<file path="src/lssm_pkg.sv">
// Purpose: Shared constants and types for the low-side supervisor mode control.
// Assumes: 200 MHz system clock, classic Wishbone register access.
// Notes:   Register offsets are byte addresses of aligned 32-bit words.
package lssm_pkg;

    // Clock period and settling times.
    localparam int unsigned CLK_PERIOD_PS    = 5000;
    localparam int unsigned FULL_SETTLE_NS   = 2000;
    localparam int unsigned NORMAL_SETTLE_NS = 150000;
    localparam int unsigned FULL_SETTLE_CYC  =
        (FULL_SETTLE_NS * 1000) / CLK_PERIOD_PS;
    localparam int unsigned NORMAL_SETTLE_CYC =
        (NORMAL_SETTLE_NS * 1000) / CLK_PERIOD_PS;

    // Register byte offsets.
    localparam logic [7:0] LOW_CTRL_OFS  = 8'h00;
    localparam logic [7:0] HIGH_CTRL_OFS = 8'h04;
    localparam logic [7:0] FLAGS_OFS     = 8'h08;
    localparam logic [7:0] MASK_OFS      = 8'h0C;
    localparam logic [7:0] POWER_OFS     = 8'h10;
    localparam logic [7:0] STATUS_OFS    = 8'h14;

    // Control field positions (same layout on both sides).
    localparam int unsigned ENABLE_BIT  = 0;
    localparam int unsigned LPMODE_BIT  = 1;
    localparam int unsigned FULLP_BIT   = 2;
    localparam int unsigned AUTO_BIT    = 3;
    localparam int unsigned MON_EN_BIT  = 4;
    localparam int unsigned MON_FP_BIT  = 5;
    localparam logic [5:0]  CTRL_RESET  = 6'h00;

    // Sticky flag positions.
    localparam int unsigned LOW_DLY_DONE_BIT  = 0;
    localparam int unsigned HIGH_DLY_DONE_BIT = 1;
    localparam int unsigned WAKE_FAIL_BIT     = 2;
    localparam int unsigned RESET_REQ_BIT     = 3;
    localparam logic [3:0]  FLAGS_RESET       = 4'h0;

    // Power modes: 0 active, 1..2 light sleep, 3..5 deep sleep.
    typedef enum logic [2:0] {
        PM_ACTIVE = 3'h0,
        PM_LIGHT0 = 3'h1,
        PM_LIGHT1 = 3'h2,
        PM_DEEP2  = 3'h3,
        PM_DEEP3  = 3'h4,
        PM_DEEP4  = 3'h5
    } lssm_power_t;

    // Supervisor operating state.
    typedef enum logic [1:0] {
        SV_OFF    = 2'h0,
        SV_NORMAL = 2'h1,
        SV_FULL   = 2'h2
    } lssm_sv_state_t;

    // One supervisor control register.
    typedef struct packed {
        logic mon_fp;
        logic mon_en;
        logic auto_ctl;
        logic full_perf;
        logic lp_mode;
        logic enable;
    } lssm_ctrl_t;

endpackage

</file>
<file path="src/lssm_top.sv">
// Purpose: Low-side supervisor mode and settling-delay control with a
//          classic Wishbone register slave and one level interrupt.
// Assumes: Single 200 MHz clock, synchronous active-high reset which also
//          stands for power-up clear.
// Notes:   Reproduces the device's documented weaknesses: a premature
//          settling expiry on a core level rise and a stuck wake-up.
//
// Decided for this implementation: the address map and the Wishbone interface to the registers.
`timescale 1ns/1ps
`default_nettype none
module lssm_top #(
    parameter int unsigned FULL_CYC   = lssm_pkg::FULL_SETTLE_CYC,
    parameter int unsigned NORMAL_CYC = lssm_pkg::NORMAL_SETTLE_CYC
) (
    input  wire logic                  clk_i,
    input  wire logic                  rst_i,
    input  wire logic                  wb_cyc_i,
    input  wire logic                  wb_stb_i,
    input  wire logic                  wb_we_i,
    input  wire logic [7:0]            wb_adr_i,
    input  wire logic [3:0]            wb_sel_i,
    input  wire logic [31:0]           wb_dat_i,
    output logic [31:0]                wb_dat_o,
    output logic                       wb_ack_o,
    output logic                       irq_o,
    output logic                       reset_req_o,
    output logic                       wake_slow_o,
    output lssm_pkg::lssm_sv_state_t   low_sv_state_o,
    output lssm_pkg::lssm_sv_state_t   low_mon_state_o,
    output lssm_pkg::lssm_sv_state_t   high_sv_state_o,
    output logic                       low_delay_flag_o,
    output logic                       high_delay_flag_o,
    output logic                       wake_stuck_o
);
    import lssm_pkg::*;

    lssm_ctrl_t     low_side_supervisor_control;
    lssm_ctrl_t     high_side_supervisor_control;
    logic [3:0]     power_unit_flag_register;
    logic [3:0]     irq_mask;
    lssm_power_t    power_mode;
    logic [1:0]     core_level;
    logic           core_pending;
    logic           wake_stuck;
    logic           wb_req;
    logic           wr_low;
    logic           wr_high;
    logic           wr_flags;
    logic           wr_mask;
    logic           wr_power;
    logic           low_busy;
    logic           low_done;
    logic           high_busy;
    logic           high_done;
    logic           deep;
    logic           was_deep;
    logic           entering_deep;
    logic           leaving_deep;
    logic           low_fast_or_off;
    logic           high_hazard;
    logic           core_raise;
    logic           premature;
    logic           early_entry;
    logic [3:0]     flag_set;
    logic [31:0]    next_rdata;
    lssm_power_t    next_mode;
    logic [1:0]     next_level;
    lssm_sv_state_t high_active_state;

    // Bus decode; a single registered ack keeps every access one wait state.
    assign wb_req   = wb_cyc_i && wb_stb_i && !wb_ack_o;
    assign wr_low   = wb_req && wb_we_i && wb_sel_i[0]
                      && wb_adr_i == LOW_CTRL_OFS;
    assign wr_high  = wb_req && wb_we_i && wb_sel_i[0]
                      && wb_adr_i == HIGH_CTRL_OFS;
    assign wr_flags = wb_req && wb_we_i && wb_sel_i[0]
                      && wb_adr_i == FLAGS_OFS;
    assign wr_mask  = wb_req && wb_we_i && wb_sel_i[0]
                      && wb_adr_i == MASK_OFS;
    assign wr_power = wb_req && wb_we_i && wb_sel_i[0]
                      && wb_adr_i == POWER_OFS;

    // Requested mode and core level from the power register write.
    assign next_mode  = lssm_power_t'(wb_dat_i[2:0]);
    assign next_level = wb_dat_i[5:4];

    // Ack and read data; unmapped addresses ack and read as zero.
    always_comb
    begin
        next_rdata = 32'h0000_0000;
        case (wb_adr_i)
            LOW_CTRL_OFS:  next_rdata[5:0] = low_side_supervisor_control;
            HIGH_CTRL_OFS: next_rdata[5:0] = high_side_supervisor_control;
            FLAGS_OFS:     next_rdata[3:0] = power_unit_flag_register;
            MASK_OFS:      next_rdata[3:0] = irq_mask;
            POWER_OFS:     next_rdata[5:0] = {core_level, 1'b0, power_mode};
            STATUS_OFS:    next_rdata[7:0] = {wake_stuck, core_pending,
                                              high_busy, low_busy,
                                              low_sv_state_o,
                                              wake_slow_o, deep};
            default:       next_rdata = 32'h0000_0000;
        endcase
    end

    always_ff @(posedge clk_i)
    begin
        if (rst_i)
        begin
            wb_ack_o <= 1'b0;
            wb_dat_o <= 32'h0000_0000;
        end
        else
        begin
            wb_ack_o <= wb_req;
            wb_dat_o <= (wb_req && !wb_we_i) ? next_rdata : 32'h0000_0000;
        end
    end

    // Control registers; reset doubles as power-up clear.
    always_ff @(posedge clk_i)
    begin
        if (rst_i)
        begin
            low_side_supervisor_control  <= CTRL_RESET;
            high_side_supervisor_control <= CTRL_RESET;
            irq_mask                     <= 4'h0;
        end
        else
        begin
            if (wr_low)
                low_side_supervisor_control <= wb_dat_i[5:0];
            if (wr_high)
                high_side_supervisor_control <= wb_dat_i[5:0];
            if (wr_mask)
                irq_mask <= wb_dat_i[3:0];
        end
    end

    // Settling timers; full performance picks the short delay.
    lssm_settle_timer #(
        .FAST_CYC (FULL_CYC),
        .SLOW_CYC (NORMAL_CYC)
    ) u_low_timer (
        .clk_i   (clk_i),
        .rst_i   (rst_i),
        .start_i (wr_low),
        .fast_i  (wb_dat_i[FULLP_BIT]),
        .busy_o  (low_busy),
        .done_o  (low_done)
    );

    lssm_settle_timer #(
        .FAST_CYC (FULL_CYC),
        .SLOW_CYC (NORMAL_CYC)
    ) u_high_timer (
        .clk_i   (clk_i),
        .rst_i   (rst_i),
        .start_i (wr_high),
        .fast_i  (wb_dat_i[FULLP_BIT]),
        .busy_o  (high_busy),
        .done_o  (high_done)
    );

    assign low_delay_flag_o  = low_busy;
    assign high_delay_flag_o = high_busy;

    // Supervisor state decode for the current power mode.
    assign deep = power_mode == PM_DEEP2 || power_mode == PM_DEEP3
                  || power_mode == PM_DEEP4;

    lssm_mode_decode u_low_sv (
        .enable_i    (low_side_supervisor_control.enable),
        .lp_mode_i   (low_side_supervisor_control.lp_mode),
        .full_perf_i (low_side_supervisor_control.full_perf),
        .auto_i      (low_side_supervisor_control.auto_ctl),
        .deep_i      (deep),
        .state_o     (low_sv_state_o)
    );

    lssm_mode_decode u_low_mon (
        .enable_i    (low_side_supervisor_control.mon_en),
        .lp_mode_i   (1'b1),
        .full_perf_i (low_side_supervisor_control.mon_fp),
        .auto_i      (low_side_supervisor_control.auto_ctl),
        .deep_i      (deep),
        .state_o     (low_mon_state_o)
    );

    lssm_mode_decode u_high_sv (
        .enable_i    (high_side_supervisor_control.enable),
        .lp_mode_i   (high_side_supervisor_control.lp_mode),
        .full_perf_i (high_side_supervisor_control.full_perf),
        .auto_i      (high_side_supervisor_control.auto_ctl),
        .deep_i      (1'b0),
        .state_o     (high_active_state)
    );

    assign high_sv_state_o = deep ? (high_hazard ? SV_OFF
                                                 : high_active_state)
                                  : high_active_state;

    // Slow wake-up only when enabled in normal mode.
    assign wake_slow_o = low_side_supervisor_control.enable
                         && !low_side_supervisor_control.full_perf;

    // Low supervisor fast or off, or its monitor fast or off; either test is enough.
    assign low_fast_or_off = !wake_slow_o
        || !low_side_supervisor_control.mon_en
        || low_side_supervisor_control.mon_fp;

    // High side goes from normal in active to off in deep sleep.
    assign high_hazard = high_side_supervisor_control.enable
        && !high_side_supervisor_control.full_perf
        && (!high_side_supervisor_control.lp_mode
            || high_side_supervisor_control.auto_ctl);

    // Power mode and core level; a level rise waits on the low settling.
    always_ff @(posedge clk_i)
    begin
        if (rst_i)
        begin
            power_mode   <= PM_ACTIVE;
            core_level   <= 2'h0;
            core_pending <= 1'b0;
            was_deep     <= 1'b0;
        end
        else
        begin
            was_deep <= deep;
            if (wr_power && !(wake_stuck && next_mode == PM_ACTIVE))
                power_mode <= (next_mode > PM_DEEP4) ? PM_ACTIVE
                                                     : next_mode;
            if (wr_power)
                core_level <= next_level;
            if (core_raise)
                core_pending <= 1'b1;
            else if (low_done)
                core_pending <= 1'b0;
        end
    end

    assign core_raise    = wr_power && next_level > core_level;
    assign entering_deep = deep && !was_deep;
    assign leaving_deep  = !deep && was_deep;

    // The short delay expires before the core reaches its new level.
    assign premature = core_raise && low_side_supervisor_control.enable
                       && low_side_supervisor_control.full_perf;

    // Early deep entry while either side is still settling.
    assign early_entry = entering_deep && (low_busy || high_busy);

    // Stuck wake-up latch; only reset (power-up clear) frees it.
    always_ff @(posedge clk_i)
    begin
        if (rst_i)
            wake_stuck <= 1'b0;
        else if (early_entry
                 || (entering_deep && low_fast_or_off && high_hazard))
            wake_stuck <= 1'b1;
    end

    assign wake_stuck_o = wake_stuck;
    assign reset_req_o  = power_unit_flag_register[RESET_REQ_BIT];

    // Sticky flags: write one to clear, a new event wins over the clear.
    assign flag_set = {premature, (entering_deep && wake_stuck)
                       || (leaving_deep && wake_stuck),
                       high_done, low_done};

    always_ff @(posedge clk_i)
    begin
        if (rst_i)
            power_unit_flag_register <= FLAGS_RESET;
        else
            power_unit_flag_register <= flag_set
                | (power_unit_flag_register
                   & ~(wr_flags ? wb_dat_i[3:0] : 4'h0));
    end

    assign irq_o = |(power_unit_flag_register & irq_mask);

endmodule
`default_nettype wire

</file>
<file path="src/lssm_settle_timer.sv">
// Purpose: Settling-delay timer for one supervisor side.
// Assumes: start is a one-cycle pulse on a control register write.
// Notes:   A new start restarts the count with the newly selected length.
`timescale 1ns/1ps
`default_nettype none
module lssm_settle_timer #(
    parameter int unsigned FAST_CYC = 400,
    parameter int unsigned SLOW_CYC = 30000
) (
    input  wire logic clk_i,
    input  wire logic rst_i,
    input  wire logic start_i,
    input  wire logic fast_i,
    output logic      busy_o,
    output logic      done_o
);
    import lssm_pkg::*;

    localparam int unsigned CW = $clog2(SLOW_CYC + 1);

    logic [CW-1:0] count;

    // Load on start, count down to zero; busy is the delay flag.
    always_ff @(posedge clk_i)
    begin
        if (rst_i)
        begin
            count  <= '0;
            busy_o <= 1'b0;
            done_o <= 1'b0;
        end
        else if (start_i)
        begin
            count  <= fast_i ? CW'(FAST_CYC - 1) : CW'(SLOW_CYC - 1);
            busy_o <= 1'b1;
            done_o <= 1'b0;
        end
        else if (busy_o && count == '0)
        begin
            busy_o <= 1'b0;
            done_o <= 1'b1;
        end
        else
        begin
            count  <= busy_o ? count - CW'(1) : count;
            done_o <= 1'b0;
        end
    end
endmodule
`default_nettype wire

</file>
<file path="src/lssm_mode_decode.sv">
// Purpose: Decodes a supervisor's operating state for the present power mode.
// Assumes: Control fields follow the shared control layout.
// Notes:   Pure combinational decode, used for supervisor and monitor.
`timescale 1ns/1ps
`default_nettype none
module lssm_mode_decode (
    input  wire logic                    enable_i,
    input  wire logic                    lp_mode_i,
    input  wire logic                    full_perf_i,
    input  wire logic                    auto_i,
    input  wire logic                    deep_i,
    output lssm_pkg::lssm_sv_state_t     state_o
);
    import lssm_pkg::*;

    lssm_sv_state_t active_state;

    // Active and light sleep state follows enable and full performance.
    always_comb
    begin
        if (!enable_i)
            active_state = SV_OFF;
        else if (full_perf_i)
            active_state = SV_FULL;
        else
            active_state = SV_NORMAL;
    end

    // Deep sleep: off unless enabled with lp_mode; then manual keeps the active state, automatic drops a step.
    always_comb
    begin
        if (!deep_i)
            state_o = active_state;
        else if (!enable_i || !lp_mode_i)
            state_o = SV_OFF;
        else if (!auto_i)
            state_o = active_state;
        else if (full_perf_i)
            state_o = SV_NORMAL;
        else
            state_o = SV_OFF;
    end
endmodule
`default_nettype wire

</file>
<file path="config.mk">
export PLATFORM = sky130hd
export DESIGN_NAME = lssm_top
export DESIGN_NICKNAME = d
export VERILOG_FILES = /design/src/lssm_pkg.sv /design/src/lssm_top.sv /design/src/lssm_settle_timer.sv /design/src/lssm_mode_decode.sv
export SDC_FILE = /design/constraint.sdc
export NUM_CORES = 1
export LEC_CHECK = 0
export ABC_AREA = 1
export ABC_CLOCK_PERIOD_IN_PS = 3700
export BUFFER_PORTS_ARGS = -buffer_cell sky130_fd_sc_hd__buf_2
export CAP_MARGIN = 25
export CELL_PAD_IN_SITES_DETAIL_PLACEMENT = 0
export CELL_PAD_IN_SITES_GLOBAL_PLACEMENT = 1
export CORE_MARGIN = 10
export CORE_UTILIZATION = 40
export CTS_BUF_LIST = sky130_fd_sc_hd__clkbuf_8
export DETAILED_ROUTE_END_ITERATION = 10
export GPL_TIMING_DRIVEN = 0
export MAX_ROUTING_LAYER = met4
export PLACE_DENSITY_LB_ADDON = 0.12
export SYNTH_ARGS = -nofsm -noshare
export SYNTH_HDL_FRONTEND = slang
export SYNTH_SLANG_ARGS = --single-unit
export TNS_END_PERCENT = 10
</file>
<file path="constraint.sdc">
create_clock -name clk_i -period 3.7 [get_ports clk_i]
set_input_delay 0.37 -clock clk_i [delete_from_list [all_inputs] [get_ports clk_i]]
set_output_delay 0.37 -clock clk_i [all_outputs]
set_load 0.02 [all_outputs]
</file>
==> summary.txt <==
Floorplanning
  – Core area: 9770 um^2
  – Die ar.: 14,400 um^2
  – Die width: 120 um
  – Initial Util: 0.411
  – Site Rows: 36
  – Ports: 94
  – Chip Height: 120 um

Timing
  – Final period util: 0.559
  – Fin Setup TNS: 0 ps
  – Peak Freq: 484 MHz
  – Clock Skew: 13.4 ps
  – Fin. max-slew vios: 0
  – RSZ-0062 raised after global routing: false
  – Fin crit period: 2070 ps
  – Endpoints failing hold: 0
  – Hold_ws: 297 ps
  – Slew headroom: 0.545
  – Endpoints failing setup: 0
  – Worst Tran Pin Value: 678 ps

Run
  – Max-cap violations: 0

GRT
  – Largest net degree at the start of global routing: 13
  – Global route overflow: 0
  – GR Util All Layers: 0.167
  – Initial antenna violation count: 0
  – Vias in the first global route: 3,767
  – Global-route wire length before repair: 19,000 um

Route
  – Final wirelength: 11,600 um
  – Post-route ant nets: 0
  – DR iter-0 viols: 206
  – Vias post-DR: 3,993
  – DRC Markers: 0
  – WL/cell: 13.9 um
  – Vias per inst: 4.78
  – Initial DRT Pass Iterations: 4

Clock network
  – Post-CTS Setup Bufs: 0
  – CTS sink count: 71
  – # hold bufs at CTS: 0
  – CTS Buf Count: 9
  – H-tree depth: 3
  – Post_cts resized: 0
  – Clk_lat worst skew: 350 ps
  – CTS tree: done
  – Root Driver: clkbuf_8
  – Deepest clock path buffer count: 2
  – CTS clk-pin slew, worst paths: 80 ps

Setup path
  – Arrival time worst endpoint: 1700 ps
  – CP Max Fanout: 6
  – Worst EP required: 3330 ps
  – Worst-path cell chain: inv_1, nand3_1, nand2_1, o21ai_0, nor2_1, a21oi_1, buf_2
  – Sum of buffers and inverters on the critical path: 2
  – Largest delay share family, worst path: compound AO/OA/AOI/OAI gates
  – Worst setup EP type: output port
  – Crit path max-delay cell type: dfxtp_1
  – Critical path class: reg -> out
  – Critical path startpoint category: flop
  – Worst path max stage delay: 350 ps

Power
  – Worst vdd ir: 129 uV
  – Leak: 2.29 nW
  – PwrDens: 332 nW/um^2

Yosys
  – Avg Inst Size Synth: 6.44 um^2
  – Count of cell types in the netlist: 34
  – Synth warn: 0
  – Mapped Cells: 623
  – Sequential-to-total area share from yosys stat: 0.354
  – Post-synthesis register bit count: 71
  – Synthesized cell area: 4010 um^2

Cells and area
  – Layout cells sized above 1: 0.152
  – Area Growth Syn to Fin: 16.6%
  – Ant diodes: 0
  – Layout fillers: 1,063
  – Final net count: 750

Placed design
  – Number of port buffers: 40
  – Routability Congestion: 0.893
  – Detailed Place HPWL: 8960 um

Run status
  – Outcome: finished clean

Min path
  – Worst min-delay path category: in -> reg
metal layers:
layer | routed length, um | global-route usage | vias to the layer above
met4 | 223 | 0.0633 | 0
met1 | 5310 | 0.196 | 1800
met5 | 0 | - | -
li1 | - | - | 2082
met2 | 5450 | 0.270 | 94
met3 | 634 | 0.0398 | 17
registers in the layout (all words and copies together) (netlist names), 2 cells and up:
| register | count |
|---|---|
| power_unit_flag_register | 4 |
| u_high_timer.count | 15 |
| u_low_timer.count | 15 |
| core_level | 2 |
| wb_dat_o | 8 |
| irq_mask | 4 |
| power_mode | 3 |
| low_side_supervisor_control | 6 |
| high_side_supervisor_control | 6 |
worst min-delay path, cell delays in order:
cell	delay (ps)
buf_2	120
inv_1	60
a21oi_1	50
metrics by stage:
stage	setup WS, ps	cells	area [um^2]	utilization	power, mW
floorplan	2100	646	4100	-	0.854
global placement	1810	819	4470	0.457	0.884
detailed placement	1790	819	4470	0.457	0.884
CTS	1600	835	4680	0.479	1.56
global route	1460	835	4680	0.479	1.60
finish	1630	835	4680	0.479	1.55
cell type report:
class / count / area (um^2) / share of cell area
multi-input cells: 455 / 2120 / 0.454
repair buffers: 40 / 200 / 0.0428
well taps: 133 / 166 / 0.0356
plain buffers: 33 / 224 / 0.0479
inverters: 87 / 329 / 0.0703
clock buffers: 9 / 124 / 0.0265
clock inverters: 7 / 88.8 / 0.0190
flip-flops and latches: 71 / 1420 / 0.304
cell usage in the layout (no fill, tap or decap), types with 3 or more instances in the layout:
cell	Yosys	layout
xor2_1	5	5
nor3_1	9	9
clkbuf_1	6	6
nand3_1	39	39
nand2_1	153	153
o22ai_1	3	3
nand2_2	5	5
nor2_2	6	6
nor2_1	82	82
clkinv_2	2	4
nor2_4	5	5
o21ai_0	41	41
buf_4	24	24
dfxtp_1	71	71
nand3b_1	4	4
buf_2	2	42
clkbuf_8	0	9
a21oi_1	52	52
conb_1	1	24
inv_1	83	84
nand4_1	8	8
ha_1	4	4
synth_stat cells:
cell      instances  area share
a21boi_0          1      0.0019
a21oi_1          52       0.065
a21oi_2           1      0.0022
a21oi_4           1      0.0041
a22o_1            1      0.0022
a31oi_1           2      0.0031
buf_2             2      0.0025
buf_4            24       0.045
buf_6             1      0.0028
clkbuf_1          6      0.0056
clkinv_2          2      0.0025
conb_1            1     0.00093
dfxtp_1          71        0.35
ha_1              4       0.012
inv_1            83       0.078
inv_2             2      0.0019
nand2_1         153        0.14
nand2_2           5      0.0078
nand2_4           2      0.0056
nand3_1          39       0.049
nand3b_1          4      0.0075
nand4_1           8       0.012
nor2_1           82       0.077
nor2_2            6      0.0094
nor2_4            5       0.014
nor3_1            9       0.011
nor4_1            1      0.0016
o211ai_1          2      0.0037
o21ai_0          41       0.051
o21bai_1          1      0.0019
o22ai_1           3      0.0047
or2_2             1      0.0016
xnor2_1           2      0.0044
xor2_1            5       0.011
path summary, 6_finish.rpt:
| path | from | to | slack [ps] | depth (start not counted) |
|---|---|---|---|---|
| worst max-delay path | power_mode[2]$_SDFFE_PP0P_ | low_sv_state_o[0] | 1630 | 7 |
| worst min-delay path | wb_dat_i[5] | core_level[1]$_SDFFE_PP0P_ | 300 | 3 |
| worst max register to register | u_high_timer.count[0]$_SDFFE_PP0P_ | u_high_timer.count[13]$_SDFFE_PP0P_ | 1810 | 11 |
| worst min register to register | core_pending$_SDFFE_PP0P_ | wb_dat_o[6]$_SDFF_PP0_ | 430 | 2 |
kinds of logic (layout without fill, tap and decap cells):
| group | count (synthesis) | after routing | synth area share |
|---|---|---|---|
| and+or+nand+nor | 315 | 315 | 0.340 |
| adders and majority gates | 4 | 4 | 0.0125 |
| other | 1 | 24 | 0.000935 |
| DFF | 71 | 71 | 0.354 |
| AOI/OAI and AO/OA | 105 | 105 | 0.140 |
| buffers and inverters | 120 | 176 | 0.138 |
| xor gates and xnor gates | 7 | 7 | 0.0153 |
power breakdown:
| part | total [mW] | internal, mW | switching (mW) |
|---|---|---|---|
| Clock | 0.683 | 0.375 | 0.309 |
| Sequential | 0.764 | 0.764 | 0.000337 |
| Combinational | 0.104 | 0.0339 | 0.0697 |
No activity file was read; power rests on OpenSTA's default activity.
